--- src/hw/cmp_div_branch_pkg.sv ---
package cmp_div_branch_pkg;
	// ----------------------------------------------------------------
	// Encodings
	// ----------------------------------------------------------------
	localparam logic [4:0] OP_EXTEND          = 5'h1E;
	localparam logic [4:0] OP_IMM8_GROUP      = 5'h0C;
	localparam logic [4:0] OP_REG_REG_GROUP   = 5'h1D;
	localparam logic [4:0] OP_XOR_COMPARE_IMM = 5'h0E;
	localparam logic [4:0] OP_REGION_CALL     = 5'h03;
	localparam logic [2:0] SUB_BRANCH_NONZERO = 3'h1;
	localparam logic [4:0] FN_XOR_COMPARE     = 5'h0A;
	localparam logic [4:0] FN_SIGNED_DIV      = 5'h1A;
	localparam logic [4:0] FN_UNSIGNED_DIV    = 5'h1B;
	// ----------------------------------------------------------------
	// Registers and counts
	// ----------------------------------------------------------------
	localparam logic [4:0] FLAG_REG_INDEX     = 5'h18;
	localparam logic [4:0] LINK_REG_INDEX     = 5'h1F;
	localparam logic [31:0] STEP_COMPACT      = 32'h0000_0002;
	localparam logic [31:0] STEP_EXTENDED     = 32'h0000_0004;
	localparam logic [31:0] LINK_OFFSET       = 32'h0000_0006;
	localparam int          DIV_STEPS         = 32;
	localparam logic [5:0]  DIV_COUNT_LAST    = 6'h20;

	// Instruction in, with address and core mode bit
	typedef struct packed {
		logic        valid;
		logic [31:0] word;
		logic        extended;
		logic [31:0] pc;
		logic        compact_code_state;
	} instr_in_t;

	// Register file write
	typedef struct packed {
		logic        en;
		logic [4:0]  index;
		logic [31:0] data;
	} reg_write_t;
endpackage

--- src/hw/cmp_div_branch.sv ---
`timescale 1ns/1ns
module cmp_div_branch (
	// Clock and reset
	input  wire logic                            clk,
	input  wire logic                            rst_n,
	// Instruction stream
	input  wire cmp_div_branch_pkg::instr_in_t   instr,
	input  wire logic                            read_quot_rem,
	output logic                                 stall,
	// Register file read ports
	output logic [4:0]                           rd_index_a,
	output logic [4:0]                           rd_index_b,
	input  wire logic [31:0]                     rd_data_a,
	input  wire logic [31:0]                     rd_data_b,
	input  wire logic [31:0]                     flag_value,
	// Results
	output cmp_div_branch_pkg::reg_write_t       reg_write,
	output logic [31:0]                          next_pc,
	output logic                                 redirect,
	output logic [31:0]                          quotient_reg,
	output logic [31:0]                          remainder_reg,
	output logic                                 div_busy
);
	// ----------------------------------------------------------------
	// Field decode
	// ----------------------------------------------------------------
	logic [15:0] lo_half;
	logic [15:0] hi_half;
	logic [4:0]  major;
	logic [15:0] ext_imm;
	logic        is_branch_nz;
	logic        is_cmp;
	logic        is_xor_compare_imm;
	logic        is_div;
	logic        is_unsigned_quotient_op;
	logic        is_call;
	logic        ext_ok;
	logic [2:0]  first_source_field;
	logic [2:0]  second_source_field;

	assign lo_half = instr.word[15:0];
	assign hi_half = instr.word[31:16];
	assign major   = lo_half[15:11];
	assign first_source_field  = lo_half[10:8];
	assign second_source_field = lo_half[7:5];
	assign ext_ok  = instr.extended && hi_half[15:11] == cmp_div_branch_pkg::OP_EXTEND
		&& lo_half[7:5] == 3'h0;
	assign ext_imm = {instr.word[20:16], instr.word[26:21], lo_half[4:0]};
	assign is_branch_nz = instr.valid && ext_ok
		&& major == cmp_div_branch_pkg::OP_IMM8_GROUP
		&& lo_half[10:8] == cmp_div_branch_pkg::SUB_BRANCH_NONZERO;
	assign is_cmp  = instr.valid && !instr.extended
		&& major == cmp_div_branch_pkg::OP_REG_REG_GROUP
		&& lo_half[4:0] == cmp_div_branch_pkg::FN_XOR_COMPARE;
	assign is_xor_compare_imm = instr.valid
		&& major == cmp_div_branch_pkg::OP_XOR_COMPARE_IMM
		&& (!instr.extended || ext_ok);
	assign is_div  = instr.valid && !instr.extended
		&& major == cmp_div_branch_pkg::OP_REG_REG_GROUP
		&& lo_half[4:0] == cmp_div_branch_pkg::FN_SIGNED_DIV;
	assign is_unsigned_quotient_op = instr.valid && !instr.extended
		&& major == cmp_div_branch_pkg::OP_REG_REG_GROUP
		&& lo_half[4:0] == cmp_div_branch_pkg::FN_UNSIGNED_DIV;
	assign is_call = instr.valid && instr.extended
		&& instr.word[31:27] == cmp_div_branch_pkg::OP_REGION_CALL
		&& !instr.word[26];

	// Fixed 3-bit to 5-bit map: codes 0,1 go to 16,17, others to 2..7
	function automatic logic [4:0] xlat(input logic [2:0] f);
		xlat = (f < 3'h2) ? {2'h2, f} : {2'h0, f};
	endfunction

	assign rd_index_a = xlat(first_source_field);
	assign rd_index_b = xlat(second_source_field);

	// ----------------------------------------------------------------
	// Compare and branch
	// ----------------------------------------------------------------
	logic [31:0] cmp_result;
	logic [31:0] xor_compare_imm_operand;
	logic [31:0] seq_pc;
	logic [31:0] branch_target;
	logic [31:0] call_target;
	logic [31:0] link_value;
	logic [31:0] link_sum;
	logic        take_branch;

	assign xor_compare_imm_operand = instr.extended ? {16'h0000, ext_imm}
		: {24'h000000, lo_half[7:0]};
	assign cmp_result = is_cmp ? (rd_data_a ^ rd_data_b)
		: (rd_data_a ^ xor_compare_imm_operand);
	assign seq_pc = instr.pc + (instr.extended ? cmp_div_branch_pkg::STEP_EXTENDED
		: cmp_div_branch_pkg::STEP_COMPACT);
	assign branch_target = instr.pc + cmp_div_branch_pkg::STEP_EXTENDED
		+ {{15{ext_imm[15]}}, ext_imm, 1'b0};
	assign take_branch = is_branch_nz && flag_value != 32'h0000_0000;
	// Upper bits from the delay-slot address, i.e. PC+4
	assign call_target = {seq_pc[31:28], instr.word[20:16], instr.word[25:21],
		instr.word[15:0], 2'h0};
	// Bit 0 of the sum is dropped on purpose: it carries the mode bit
	assign link_sum   = instr.pc + cmp_div_branch_pkg::LINK_OFFSET;
	assign link_value = {link_sum[31:1], instr.compact_code_state};

	// ----------------------------------------------------------------
	// Divider: restoring, one bit per cycle, no exception path
	// ----------------------------------------------------------------
	logic [31:0] quot_reg;
	logic [31:0] quot_next;
	logic [32:0] rem_reg;
	logic [32:0] rem_next;
	logic [31:0] dvsr_reg;
	logic [5:0]  cnt_reg;
	logic        neg_q_reg;
	logic        neg_r_reg;
	logic        busy_reg;
	logic        start;
	logic        sgn;
	logic [31:0] abs_a;
	logic [31:0] abs_b;
	logic [32:0] trial;
	logic        stall_now;

	assign start = (is_div || is_unsigned_quotient_op) && !stall_now;
	assign sgn   = is_div;
	assign abs_a = (sgn && rd_data_a[31]) ? -rd_data_a : rd_data_a;
	assign abs_b = (sgn && rd_data_b[31]) ? -rd_data_b : rd_data_b;
	assign trial = {rem_reg[31:0], quot_reg[31]} - {1'b0, dvsr_reg};
	assign rem_next  = trial[32] ? {rem_reg[31:0], quot_reg[31]} : trial;
	assign quot_next = {quot_reg[30:0], ~trial[32]};
	// Read waits for a running divide; a new divide waits too
	assign stall_now = busy_reg && (read_quot_rem || is_div || is_unsigned_quotient_op);

	always_ff @(posedge clk or negedge rst_n) begin
		if (!rst_n) begin
			busy_reg  <= 1'b0;
			cnt_reg   <= 6'h00;
			quot_reg  <= 32'h0000_0000;
			rem_reg   <= 33'h0_0000_0000;
			dvsr_reg  <= 32'h0000_0000;
			neg_q_reg <= 1'b0;
			neg_r_reg <= 1'b0;
		end else if (start) begin
			busy_reg  <= 1'b1;
			cnt_reg   <= 6'h00;
			quot_reg  <= abs_a;
			rem_reg   <= 33'h0_0000_0000;
			dvsr_reg  <= abs_b;
			neg_q_reg <= sgn && (rd_data_a[31] ^ rd_data_b[31]);
			neg_r_reg <= sgn && rd_data_a[31];
		end else if (busy_reg) begin
			quot_reg <= quot_next;
			rem_reg  <= rem_next;
			cnt_reg  <= cnt_reg + 6'h01;
			if (cnt_reg == cmp_div_branch_pkg::DIV_COUNT_LAST - 6'h01)
				busy_reg <= 1'b0;
		end
	end

	// ----------------------------------------------------------------
	// Output registers
	// ----------------------------------------------------------------
	logic div_done;
	assign div_done = busy_reg
		&& cnt_reg == cmp_div_branch_pkg::DIV_COUNT_LAST - 6'h01;

	always_ff @(posedge clk or negedge rst_n) begin
		if (!rst_n) begin
			quotient_reg  <= 32'h0000_0000;
			remainder_reg <= 32'h0000_0000;
		end else if (div_done) begin
			// Zero divisor: all-ones quotient (1 for a signed divide of a negative dividend), dividend remainder; undefined
			quotient_reg  <= neg_q_reg ? -quot_next : quot_next;
			remainder_reg <= neg_r_reg ? -rem_next[31:0]
				: rem_next[31:0];
		end
	end

	always_ff @(posedge clk or negedge rst_n) begin
		if (!rst_n) begin
			reg_write <= '0;
			next_pc   <= 32'h0000_0000;
			redirect  <= 1'b0;
			stall     <= 1'b0;
			div_busy  <= 1'b0;
		end else begin
			stall     <= stall_now;
			div_busy  <= busy_reg || start;
			reg_write.en    <= is_cmp || is_xor_compare_imm || is_call;
			reg_write.index <= is_call ? cmp_div_branch_pkg::LINK_REG_INDEX
				: cmp_div_branch_pkg::FLAG_REG_INDEX;
			reg_write.data  <= is_call ? link_value : cmp_result;
			redirect  <= take_branch || is_call;
			next_pc   <= take_branch ? branch_target
				: (is_call ? call_target : seq_pc);
		end
	end

	// ----------------------------------------------------------------
	// Assertions
	// ----------------------------------------------------------------
	property p_branch_taken;
		@(posedge clk) disable iff (!rst_n)
		take_branch |=> redirect && next_pc == $past(branch_target);
	endproperty
	a_branch_taken: assert property (p_branch_taken) else $error("branch lost");

	property p_branch_zero;
		@(posedge clk) disable iff (!rst_n)
		is_branch_nz && flag_value == 32'h0 |=> !redirect;
	endproperty
	a_branch_zero: assert property (p_branch_zero) else $error("bad branch");

	property p_cmp_write;
		@(posedge clk) disable iff (!rst_n)
		is_cmp |=> reg_write.en && reg_write.index == 5'h18
			&& reg_write.data == ($past(rd_data_a) ^ $past(rd_data_b));
	endproperty
	a_cmp_write: assert property (p_cmp_write) else $error("cmp wrong");

	property p_xor_compare_imm_short;
		@(posedge clk) disable iff (!rst_n)
		is_xor_compare_imm && !instr.extended |=> reg_write.data[31:8]
			== $past(rd_data_a[31:8]);
	endproperty
	a_xor_compare_imm_short: assert property (p_xor_compare_imm_short) else $error("xor_compare_imm ext");

	property p_call_link;
		@(posedge clk) disable iff (!rst_n)
		is_call |=> reg_write.index == 5'h1F && redirect
			&& next_pc[1:0] == 2'h0;
	endproperty
	a_call_link: assert property (p_call_link) else $error("call wrong");

	property p_pc_step;
		@(posedge clk) disable iff (!rst_n)
		instr.valid && !take_branch && !is_call && !instr.extended
			|=> next_pc == $past(instr.pc) + 32'h2;
	endproperty
	a_pc_step: assert property (p_pc_step) else $error("pc step");

	property p_div_len;
		@(posedge clk) disable iff (!rst_n)
		start |=> busy_reg [*8] ##24 busy_reg ##1 !busy_reg;
	endproperty
	a_div_len: assert property (p_div_len) else $error("div length");

	property p_read_stall;
		@(posedge clk) disable iff (!rst_n)
		busy_reg && read_quot_rem |=> stall;
	endproperty
	a_read_stall: assert property (p_read_stall) else $error("no stall");

	property p_unsigned_div;
		@(posedge clk) disable iff (!rst_n)
		start && is_unsigned_quotient_op && rd_data_b == 32'h1 |=> ##32
			quotient_reg == $past(rd_data_a, 33);
	endproperty
	a_unsigned_div: assert property (p_unsigned_div) else $error("unsigned_quotient_op");

	c_branch: cover property (@(posedge clk) disable iff (!rst_n) take_branch);
	c_div:    cover property (@(posedge clk) disable iff (!rst_n) div_done);
	c_call:   cover property (@(posedge clk) disable iff (!rst_n) is_call);
	c_stall:  cover property (@(posedge clk) disable iff (!rst_n) stall_now);
endmodule // cmp_div_branch

--- config.mk ---
export PLATFORM = sky130hd
export DESIGN_NAME = cmp_div_branch
export DESIGN_NICKNAME = d
export VERILOG_FILES = /design/src/hw/cmp_div_branch_pkg.sv /design/src/hw/cmp_div_branch.sv
export SDC_FILE = /design/constraint.sdc
export NUM_CORES = 1
export LEC_CHECK = 0
export BUFFER_PORTS_ARGS = -buffer_cell sky130_fd_sc_hd__buf_4
export CAP_MARGIN = 20
export CORE_ASPECT_RATIO = 2
export CORE_MARGIN = 2
export CORE_UTILIZATION = 58
export DETAILED_ROUTE_END_ITERATION = 8
export GPL_TIMING_DRIVEN = 0
export PLACE_DENSITY = 0.82
export SLEW_MARGIN = 10
export SYNTH_ARGS = -nofsm -noshare
export SYNTH_HDL_FRONTEND = slang
export SYNTH_SLANG_ARGS = --single-unit
--- constraint.sdc ---
create_clock -name clk -period 6.3 [get_ports clk]
set_input_delay 1.26 -clock clk [delete_from_list [all_inputs] [get_ports clk]]
set_output_delay 1.26 -clock clk [all_outputs]
set_load 0.03 [all_outputs]
=== Yosys cells after proc, flatten, opt, wreduce, memory -nomap -nowiden ===
Cells that the tools add are included.

* Add/subtract/negate cells: 10
* $lt $le $gt $ge: 2
* Eq/ne operators: 10
* Multiplexer cells: 23
* Bitwise logic cells: 4
* Reductions and logical operators: 36

{| class="wikitable"
|+ Operators by type and width
! kind !! count
|-
| 32-bit 2-to-1 mux || 12
|-
| 32-bit negator || 4
|-
| 32-bit by 3-bit adder with 32-bit output (second input constant) || 2
|-
| 33-bit by 32-bit subtractor with 33-bit output || 1
|-
| 32-bit by 3-bit adder with 32-bit output || 1
|-
| 32-bit adder || 1
|-
| 32-bit nonzero test || 1
|-
| 32-bit by 16-bit bitwise XOR with 32-bit output || 1
|-
| 32-bit bitwise XOR || 1
|-
| 28-bit 2-to-1 mux || 1
|-
| 1-bit logical AND || 22
|-
| 5-bit == test (second input constant) || 4
|-
| 16-bit 2-to-1 mux || 1
|-
| 5-bit by 4-bit == test with 1-bit output (second input constant) || 3
|-
| 6-bit 2-to-1 mux || 2
|-
| 5-bit 2-to-1 mux || 2
|-
| 1-bit logical OR || 8
|-
| 6-bit by 1-bit adder with 6-bit output (second input constant) || 1
|-
| 6-bit by 5-bit == test with 1-bit output (second input constant) || 1
|-
| 3-bit by 2-bit less-than comparator with 1-bit output (second input constant) || 2
|-
| 3-bit 2-to-1 mux || 2
|-
| 5-bit by 2-bit == test with 1-bit output (second input constant) || 1
|-
| 3-bit by 1-bit == test with 1-bit output (second input constant) || 1
|-
| 1-bit logical NOT || 3
|-
| other kinds (5) || 7
|}

* Register bits after elaboration: 241

=== Longest topological paths before layout ===
Gate-level depths: netlist of run 1.

* Depth after elaboration: 10
* Depth in mapped cells: 24
* Mapped depth without buffers: 20

=== Least setup slack after synthesis of run 1 ===
No wires, ideal clock.

* Path type: register to register
* Start point: register quot_reg[31]
* End point: register quotient_reg[26]
* Setup time: 134 ps
* Data arrival time: 4971 ps
* Data required time: 6166 ps
* Setup slack: 1195 ps
* Stages on the path, launching flop included: 25
* Buffers on the path: 4
* Cells stage by stage: dfrtp_1 > inv_1 > ha_1 > fa_1 > nor2b_1 > o211ai_1 > a211oi_1 > o21ai_1 > a22o_1 > and2_1 > buf_4 > inv_2 > buf_2 > buf_2 > buf_2 > ha_1 > nand2_1 > or2_2 > nand2b_1 > nand2b_1 > or2_2 > or4_1 > o41ai_1 > xor2_1 > o21ai_0

* Cells in the longest elaborated chain, start to end: 4

{| class="wikitable"
|+ Ends and longest elaborated chain
! what !! RTL line !! text
|-
| from (decl) || cmp_div_branch.sv:107 || <nowiki>logic [31:0] quot_reg;</nowiki>
|-
| from (signal assigned) || cmp_div_branch.sv:145 || <nowiki>quot_reg <= abs_a;</nowiki>
|-
| from (signal assigned) || cmp_div_branch.sv:151 || <nowiki>quot_reg <= quot_next;</nowiki>
|-
| 33-bit by 32-bit subtractor with 33-bit output || cmp_div_branch.sv:127 || <nowiki>assign trial = {rem_reg[31:0], quot_reg[31]} - {1'b0, dvsr_reg};</nowiki>
|-
| 1-bit inverter || cmp_div_branch.sv:129 || <nowiki>assign quot_next = {quot_reg[30:0], ~trial[32]};</nowiki>
|-
| 32-bit negator || cmp_div_branch.sv:172 || <nowiki>quotient_reg <= neg_q_reg ? -quot_next : quot_next;</nowiki>
|-
| 32-bit 2-to-1 mux || cmp_div_branch.sv:172 ||
|-
| to (signal assigned) || cmp_div_branch.sv:172 ||
|-
| to (decl) || cmp_div_branch.sv:20 || <nowiki>output logic [31:0] quotient_reg,</nowiki>
|}

Every way passes these cells.
A chain may end at the register's enable or synchronous reset.

=== Worst setup path in the final report of run 1 ===
* Start point: register quot_reg[31]
* End point: register remainder_reg[28]

* Cells in the longest elaborated chain, start to end: 4

{| class="wikitable"
|+ Ends and longest elaborated chain
! what !! RTL line !! text
|-
| 33-bit by 32-bit subtractor with 33-bit output || cmp_div_branch.sv:127 ||
|-
| 32-bit 2-to-1 mux (*) || cmp_div_branch.sv:128 || <nowiki>assign rem_next = trial[32] ? {rem_reg[31:0], quot_reg[31]} : trial;</nowiki>
|-
| 32-bit negator || cmp_div_branch.sv:173 || <nowiki>remainder_reg <= neg_r_reg ? -rem_next[31:0]</nowiki>
|-
| 32-bit 2-to-1 mux (*) || cmp_div_branch.sv:173 ||
|-
| to (signal assigned) || cmp_div_branch.sv:173 ||
|-
| to (decl) || cmp_div_branch.sv:21 || <nowiki>output logic [31:0] remainder_reg,</nowiki>
|}

Every way passes the cells marked *; elsewhere a longest branch is shown, timed or not.

==> results by group, run 1 <==
Outcome
  – Status: finished, final reports clean

Timing
  – Endpoints failing hold: 0
  – Period minus WS final: 6.104 ns
  – Hold Worst Slack: 0.4766 ns
  – Worst Skew: 0.01148 ns
  – Fin crit share: 96.90%
  – RSZ-0062 raised after global routing: yes
  – Final-report max-slew violation count: 0
  – Max transition margin: a little under a quarter
  – Fmax: 163.8 MHz
  – Worst slew pin tran: approximately 1.1 ns
  – Setup Viol. Count Final: 0

Synth
  – Synth Flop Type: dfrtp_1
  – EDFF count, synth: 0
  – Asr flop ratio synth: 100.0%
  – Yosys warning count: 0
  – Synthesized netlist cell count: 2176
  – Sequential element share of the synthesized area: 33.75%
  – Syn_area_per_cell: 8.144 sq um
  – #FFs+latches synth: between 200 and 250
  – Synth cell types: 78
  – Mapped cell area: around 0.018 sq mm

Setup path
  – Worst path arrival time: 6.52 ns
  – Worst EP required: 6.72 ns
  – CP Capture Type: flip-flop
  – CP startpoint kind: flip-flop
  – Setup CP Type: flip-flop to flip-flop
  – CP Max Fanout: 10

Finish
  – Fill count: 2511
  – Most frequent cells in the layout: buf_4, nand2_1, o21ai_0
  – Nets: 2783
  – Largest register FFs: 35
  – Area grow syn2layout: 20.53%
  – Finished Layout Cells: roughly 2900
  – Reg with most FFs: reg_write
  – Layout cells sized above 1: between 10% and 20%
  – Most common cell after layout, fill and taps aside: buf_4

CTS
  – CTS max path bufs: 3
  – Clk slew on worst S/H paths: around 0.070 ns
  – CTS tree: yes
  – CTS Buf Count: 23
  – Clock root buffer: clkbuf_16
  – H-tree depth: 1
  – Clk sinks: approximately 240
  – Worst skew pair latency: 0.54 ns

Global route
  – Grt ovf: 0
  – Overall routing resource usage: 42.89%
  – Grt met1 use: 39.13%
  – First-pass GRT wire length: 104.5 mm
  – Initial antenna violation count: 6
  – Largest net degree at the start of global routing: about 120
  – Met3 GRT Util: 8.363%
  – Vias in the first global route: ~19000
  – Peak-usage layer in the global routing report: met2
  – Grt met2 use: 75.49%

Floorplanning
  – Core area: around 0.030 sq mm
  – Die W: 127.6 um
  – Initial core utilization: 58.72%
  – Rows: 90
  – Die H: 251.2 um
  – Die area: about 0.032 sq mm
  – IO Pins: between 300 and 400

Drt
  – Via-to-Cell Ratio: between 6 and 7
  – Drt total wl: around 70 mm
  – Vias: 18400
  – DR DRC count: 0
  – DRT Pass-1 Iters: 8
  – Routed Antenna Nets: 0
  – WL/cell: 24.07 um
  – Starting DRT DRC Count: 1386

Job
  – Max-cap violations: 0

Placement
  – RePlAce Congestion: 1.089
  – Hpwl dp: 56.27 mm
  – Dpl cells: between 2000 and 3000
  – # port buffers: 309

Worst hold path
  – HP Class: flip-flop to flip-flop

Pwr
  – Peak VDD IR: 0.2044 mV
  – Leakage: 9.407 nW
  – PD cells: approximately 350 mW/mm^2
## worst max-delay path, cell delays in order, from the launching register on
cell and delay (ns):
dfrtp_2 0.51, inv_1 0.08, ha_1 0.23, fa_1 0.43
nor2b_1 0.18, o211ai_1 0.26, a211oi_4 0.45, o21ai_2 0.16
o211ai_1 0.13, and2_1 0.14, buf_4 0.20, buf_2 0.34
buf_1 0.54, clkbuf_2 0.52, nand2_1 0.09, o21ai_0 0.18
ha_1 0.40, inv_1 0.15, a2111oi_4 0.40, a21oi_1 0.18
xnor2_1 0.16, mux2_2 0.26
## through the flow
| stage | instance area, sq um | setup WS (ns) | power [mW] | setup TNS (ns) | utilization, % |
|---|---|---|---|---|---|
| after global placement | 20500 | -0.7781 | 5.765 | -7.761 | 67.94 |
| final | 21360 | 0.1956 | 7.407 | 0 | 70.77 |
| after global routing | 21360 | -0.01996 | 7.789 | -0.01996 | 70.76 |
| after floorplan | 17720 | 1.195 | 4.678 | 0 | - |
| after CTS | 21310 | 0.1403 | 7.254 | 0 | 70.62 |
| after detailed placement | 20570 | -0.7739 | 5.868 | -3.220 | 68.17 |
## cell families (layout without fill, tap and decap cells)
group	Yosys count	count (layout)	synth area share, %
fa+ha+maj	102	102	7.329
buf+inv	199	550	4.568
xor+xnor	249	249	12.31
other cells	2	9	0.04238
flops	239	239	33.75
simple gates	732	732	19.59
mux	28	28	1.617
compound gates	625	625	20.79
## cell type report
| type | instances | area, sq um | area share, % |
|---|---|---|---|
| Clock inverter | 6 | 62.56 | 0.2929 |
| Multi-Input combinational cell | 1739 | 10970 | 51.36 |
| Clock buffer | 32 | 649.4 | 3.040 |
| Timing Repair Buffer | 314 | 2402 | 11.25 |
| Antenna cell | 6 | 15.01 | 0.07030 |
| Buffer | 121 | 525.5 | 2.460 |
| Inverter | 77 | 291.5 | 1.365 |
| Sequential cell | 239 | 5982 | 28.01 |
| Tap cell | 368 | 460.4 | 2.156 |
## final timing paths
kind | slack [ns] | start | cells past startpoint | end
setup / recovery | 0.20 | quot_reg[31] | 21 | remainder_reg[28]
hold / removal | 0.48 | remainder_reg[29] | 2 | remainder_reg[29]
setup reg to reg | 0.20 | quot_reg[31] | 21 | remainder_reg[28]
hold reg to reg | 0.48 | remainder_reg[29] | 2 | remainder_reg[29]
max in group asynchronous | 4.65 | rst_n | 2 | quot_reg[14]
min in group asynchronous | 0.66 | rst_n | 1 | dvsr_reg[3]
## per-layer routing
metal  vias up  share of wire (%)
li1       8333                  -
met1      8677                 30
met2       990                 50
met3       398                7.4
met4         2                 12
met5         -              0.019
## cell usage after synthesis (18+ instances only)
library cell | count | share of area, %
clkbuf_1 | 91 | 1.9
nand3_1 | 55 | 1.6
nor4_1 | 32 | 1.1
a21oi_1 | 141 | 4.0
nor2_1 | 125 | 2.6
a31oi_1 | 20 | 0.71
o21ai_0 | 282 | 8.0
mux2i_1 | 23 | 1.3
a21o_1 | 26 | 1.1
xnor2_1 | 115 | 5.7
nand4_1 | 21 | 0.74
xor2_1 | 134 | 6.6
a22oi_1 | 30 | 1.3
nor3_1 | 38 | 1.1
nand2_1 | 323 | 6.8
nand2b_1 | 18 | 0.64
or3_1 | 19 | 0.67
inv_1 | 75 | 1.6
or4_1 | 22 | 0.93
dfrtp_1 | 239 | 34
ha_1 | 99 | 7.0
o31ai_1 | 27 | 1.1
## power breakdown
part	switching (mW)	total (mW)	internal (mW)
Clock	0.623	1.38	0.758
Combinational	2.37	3.83	1.46
Sequential	0.399	2.20	1.80
Total	3.39	7.41	4.02
## repair_timing
| item | in CTS | in global routing |
|---|---|---|
| setup endpoints to repair | 12 | 8 |
| setup buffers | 1 | 1 |
| hold buffers | 0 | 0 |
| resized for setup | 6 | 7 |
| pin swaps | 1 | 2 |
(Power assumes the default switching activity.)
==> run 2, diff against run 1 <==
--- a/config.mk
+++ b/config.mk
@@ -9,10 +9,10 @@
 export CAP_MARGIN = 20
 export CORE_ASPECT_RATIO = 2
 export CORE_MARGIN = 2
-export CORE_UTILIZATION = 58
+export CORE_UTILIZATION = 52
 export DETAILED_ROUTE_END_ITERATION = 8
 export GPL_TIMING_DRIVEN = 0
-export PLACE_DENSITY = 0.82
+export PLACE_DENSITY = 0.78
 export SLEW_MARGIN = 10
 export SYNTH_ARGS = -nofsm -noshare
 export SYNTH_HDL_FRONTEND = slang
==> constraint.sdc (replaced) <==
create_clock -name clk -period 5.5 [get_ports clk]
set_input_delay 1.1 -clock clk [delete_from_list [all_inputs] [get_ports clk]]
set_output_delay 1.1 -clock clk [all_outputs]
set_load 0.03 [all_outputs]
==> results by group, run 2 (synthesized netlist as in run 1, its figures left out) <==
Outcome
  – Status: finished, final reports clean

Timing
  – Endpoints failing hold: 0 (unchanged)
  – Fin worst setup slack: 0.3133 ns (+0.1177 ns)
  – Worst slew pin tran: 1.268 ns (+0.1294 ns)
  – RSZ-0062 raised after global routing: no
  – Setup Viol. Count Final: 0 (unchanged)
  – Worst Skew: 0.01282 ns (+0.001341 ns)
  – Period minus WS final: 5.187 ns (-0.9177 ns)
  – Fmax: 192.8 MHz (+18%)
  – Fin crit share: 94.30% (-2.6 points)
  – Max transition margin: 14.65% (-9.3 points)
  – Final-report max-slew violation count: 0 (unchanged)
  – Setup TNS: 0 ns (unchanged)

Setup path
  – R2r setup slk: 0.31 ns (+0.12 ns)
  – Crit path largest cell delay: 0.43 ns (-0.11 ns)
  – Crit-path cells: inv_1 -> ha_1 -> fa_1 -> nor2b_2 -> o211ai_1 -> a211oi_2 -> buf_6 -> o21ai_1 -> a22o_1 -> and2_1 -> buf_6 -> clkbuf_4 -> clkbuf_4 -> buf_6 -> o21ai_2 -> ha_4 -> inv_1 -> a2111oi_4 -> buf_4 -> a21oi_1 -> xnor2_1 -> mux2_2
  – Worst EP required: 5.93 ns (-0.79 ns)
  – Worst path arrival time: 5.62 ns (-0.90 ns)
  – Worst R2R Path Depth: 22 (+4.8%)
  – CP delay by family, top: compound AO/OA/AOI/OAI gates
  – CP Max Fanout: 10 (unchanged)
  – CP Capture Point: remainder_reg[30]
  – Crit-path most repeated cell: buf_6
  – Critical-path top delay cell: o21ai_2
  – RR Endpoint: remainder_reg[30]
  – Setup CP Type: flip-flop to flip-flop
  – CP Capture Type: flip-flop
  – R2R Path Start: quot_reg[31]
  – CP bufs+invs: 8 (+2)
  – CP Depth: 22 (+4.8%)
  – Critical path origin: quot_reg[31]
  – CP startpoint kind: flip-flop

CTS
  – H-tree depth: 1 (unchanged)
  – CTS tree: yes
  – Clk sinks: 239 (unchanged)
  – Worst skew pair latency: 0.56 ns (+0.02 ns)
  – Hold buffers post-CTS: 0 (unchanged)
  – Clock root buffer: clkbuf_16
  – CTS Buf Count: 24 (+4.3%)
  – Clk slew on worst S/H paths: 0.07 ns (about the same)
  – CTS max path bufs: 3 (unchanged)

Finish
  – Area grow syn2layout: 22.08%
  – Layout cells sized above 1: 16.69% (+0.63 points)
  – Finished Cell Area: 0.02163 sq mm (+1.3%)
  – Fill count: 2986 (+19%)
  – FF/Latch Area: 0.005983 sq mm (about the same)
  – Largest register FFs: 35 (unchanged)
  – Nets: 2785 (+0.072%)
  – Multi-input logic area: 0.01098 sq mm (about the same)
  – Reg with most FFs: reg_write
  – Finished Layout Cells: 2973 (+2.4%)
  – Final Core Density: 64.31% (-6.5 points)
  – Most frequent cells in the layout: buf_4, nand2_1, o21ai_0
  – Most common cell after layout, fill and taps aside: buf_4

Pwr
  – Seq pwr share: 27.7% (-2.0 points)
  – PD cells: 418.6 mW/mm^2 (+21%)
  – Comb pwr share: 52.1% (+0.4 points)
  – Clock power frac: 20.2% (+1.5 points)
  – Pint: 4.832 mW (+20%)
  – Net switching fraction of the power: 46.64% (+0.90 points)
  – Net load switching power: 4.223 mW (+25%)
  – Peak VDD IR: 0.3067 mV (+50%)
  – Leakage: 9.477 nW (+0.75%)

Floorplanning
  – Core area: 0.03364 sq mm (+11%)
  – Initial core utilization: 52.68% (-6.0 points)
  – IO Pins: 313 (unchanged)
  – Die W: 134.5 um (+5.4%)
  – Die area: 0.03566 sq mm (+11%)
  – Die H: 265.1 um (+5.5%)
  – Rows: 95 (+5.6%)

Global route
  – Initial antenna violation count: 2 (-4)
  – Vias in the first global route: 19300 (+2.6%)
  – Grt ovf: 0 (unchanged)
  – First-pass GRT wire length: 113.7 mm (+8.8%)
  – Largest net degree at the start of global routing: 111 (-4.3%)
  – Overall routing resource usage: 42.69% (-0.20 points)

Placement
  – Hpwl dp: 61.38 mm (+9.1%)
  – Placed instance area: 0.02066 sq mm (+0.41%)
  – # port buffers: 309 (unchanged)
  – Dpl cells: 2925 (+2.4%)
  – Pre-CTS setup slack: -1.156 ns (-0.3825 ns)
  – RePlAce Congestion: 1.016 (-6.8%)

Job
  – Max-cap violations: 0 (unchanged)

Drt
  – DR DRC count: 0 (unchanged)
  – Routed Antenna Nets: 0 (unchanged)
  – Drt total wl: 76.41 mm (+9.4%)
  – WL/cell: 25.70 um (+6.8%)
  – Vias: 18580 (+0.97%)
  – DRT Pass-1 Iters: 6 (-2)
  – Starting DRT DRC Count: 1504 (+8.5%)
  – Via-to-Cell Ratio: 6.249 (-1.4%)

Worst hold path
  – HP Class: input pin to asynchronous set/reset pin
==> run 2: metrics by stage <==
stage / hold WS [ns] / total power [mW]
after CTS: 0.3713 / 8.847
after global routing: 0.3720 / 9.487
after floorplan: 0.4498 / 5.358
final: 0.3762 / 9.055
after global placement: 0.4635 / 6.878
after detailed placement: 0.4714 / 6.957
==> run 2: power by group through the flow <==
stage	clock, mW	combinational, mW	sequential [mW]
after floorplan	0	2.89	2.47
after global placement	0	4.38	2.50
after detailed placement	0	4.45	2.51
after CTS	1.83	4.54	2.48
after global routing	1.90	5.06	2.53
final	1.83	4.72	2.51
==> run 2: layout make-up <==
cell class,count,share of cell area [%]
multi-input combinational,1739,50.74
sequential,239,27.66
timing repair buffer,316,11.20
clock buffer,30,3.071
tap,436,2.522
buffer,119,2.423
inverter,77,1.457
clock inverter,13,0.8386
timing repair inverter,1,0.05205
antenna,3,0.03470
==> run 2: layer usage <==
| layer | vias up | wire length (um) | global-route usage, % |
|---|---|---|---|
| met5 | - | 0 | 0 |
| met4 | 0 | 8492 | 39.06 |
| met3 | 409 | 5363 | 8.462 |
| met2 | 1082 | 39570 | 77.91 |
| met1 | 8739 | 22990 | 38.63 |
| li1 | 8348 | - | - |
==> run 2: worst min path at each step <==
| stage | start | endpoint | slack, ns | cells past startpoint |
|---|---|---|---|---|
| 3_5_place_dp | quotient_reg[26] | quotient_reg[26] | 0.47 | 2 |
| 2_1_floorplan | dvsr_reg[10] | dvsr_reg[10] | 0.45 | 2 |
| 6_report | rst_n | remainder_reg[3] | 0.38 | 1 |
| 3_3_place_gp | dvsr_reg[7] | dvsr_reg[7] | 0.46 | 2 |
| 4_1_cts | rst_n | remainder_reg[3] | 0.37 | 1 |
| 5_1_grt | rst_n | remainder_reg[3] | 0.37 | 1 |
==> run 2: timing repair <==
item / CTS / global route
hold endpoints to repair: 0 / 0
setup endpoints to repair: 24 / 15
gates cloned: 0 / 1
gates resized for setup: 18 / 20
setup buffers: 2 / 2
pin swaps: 1 / 4
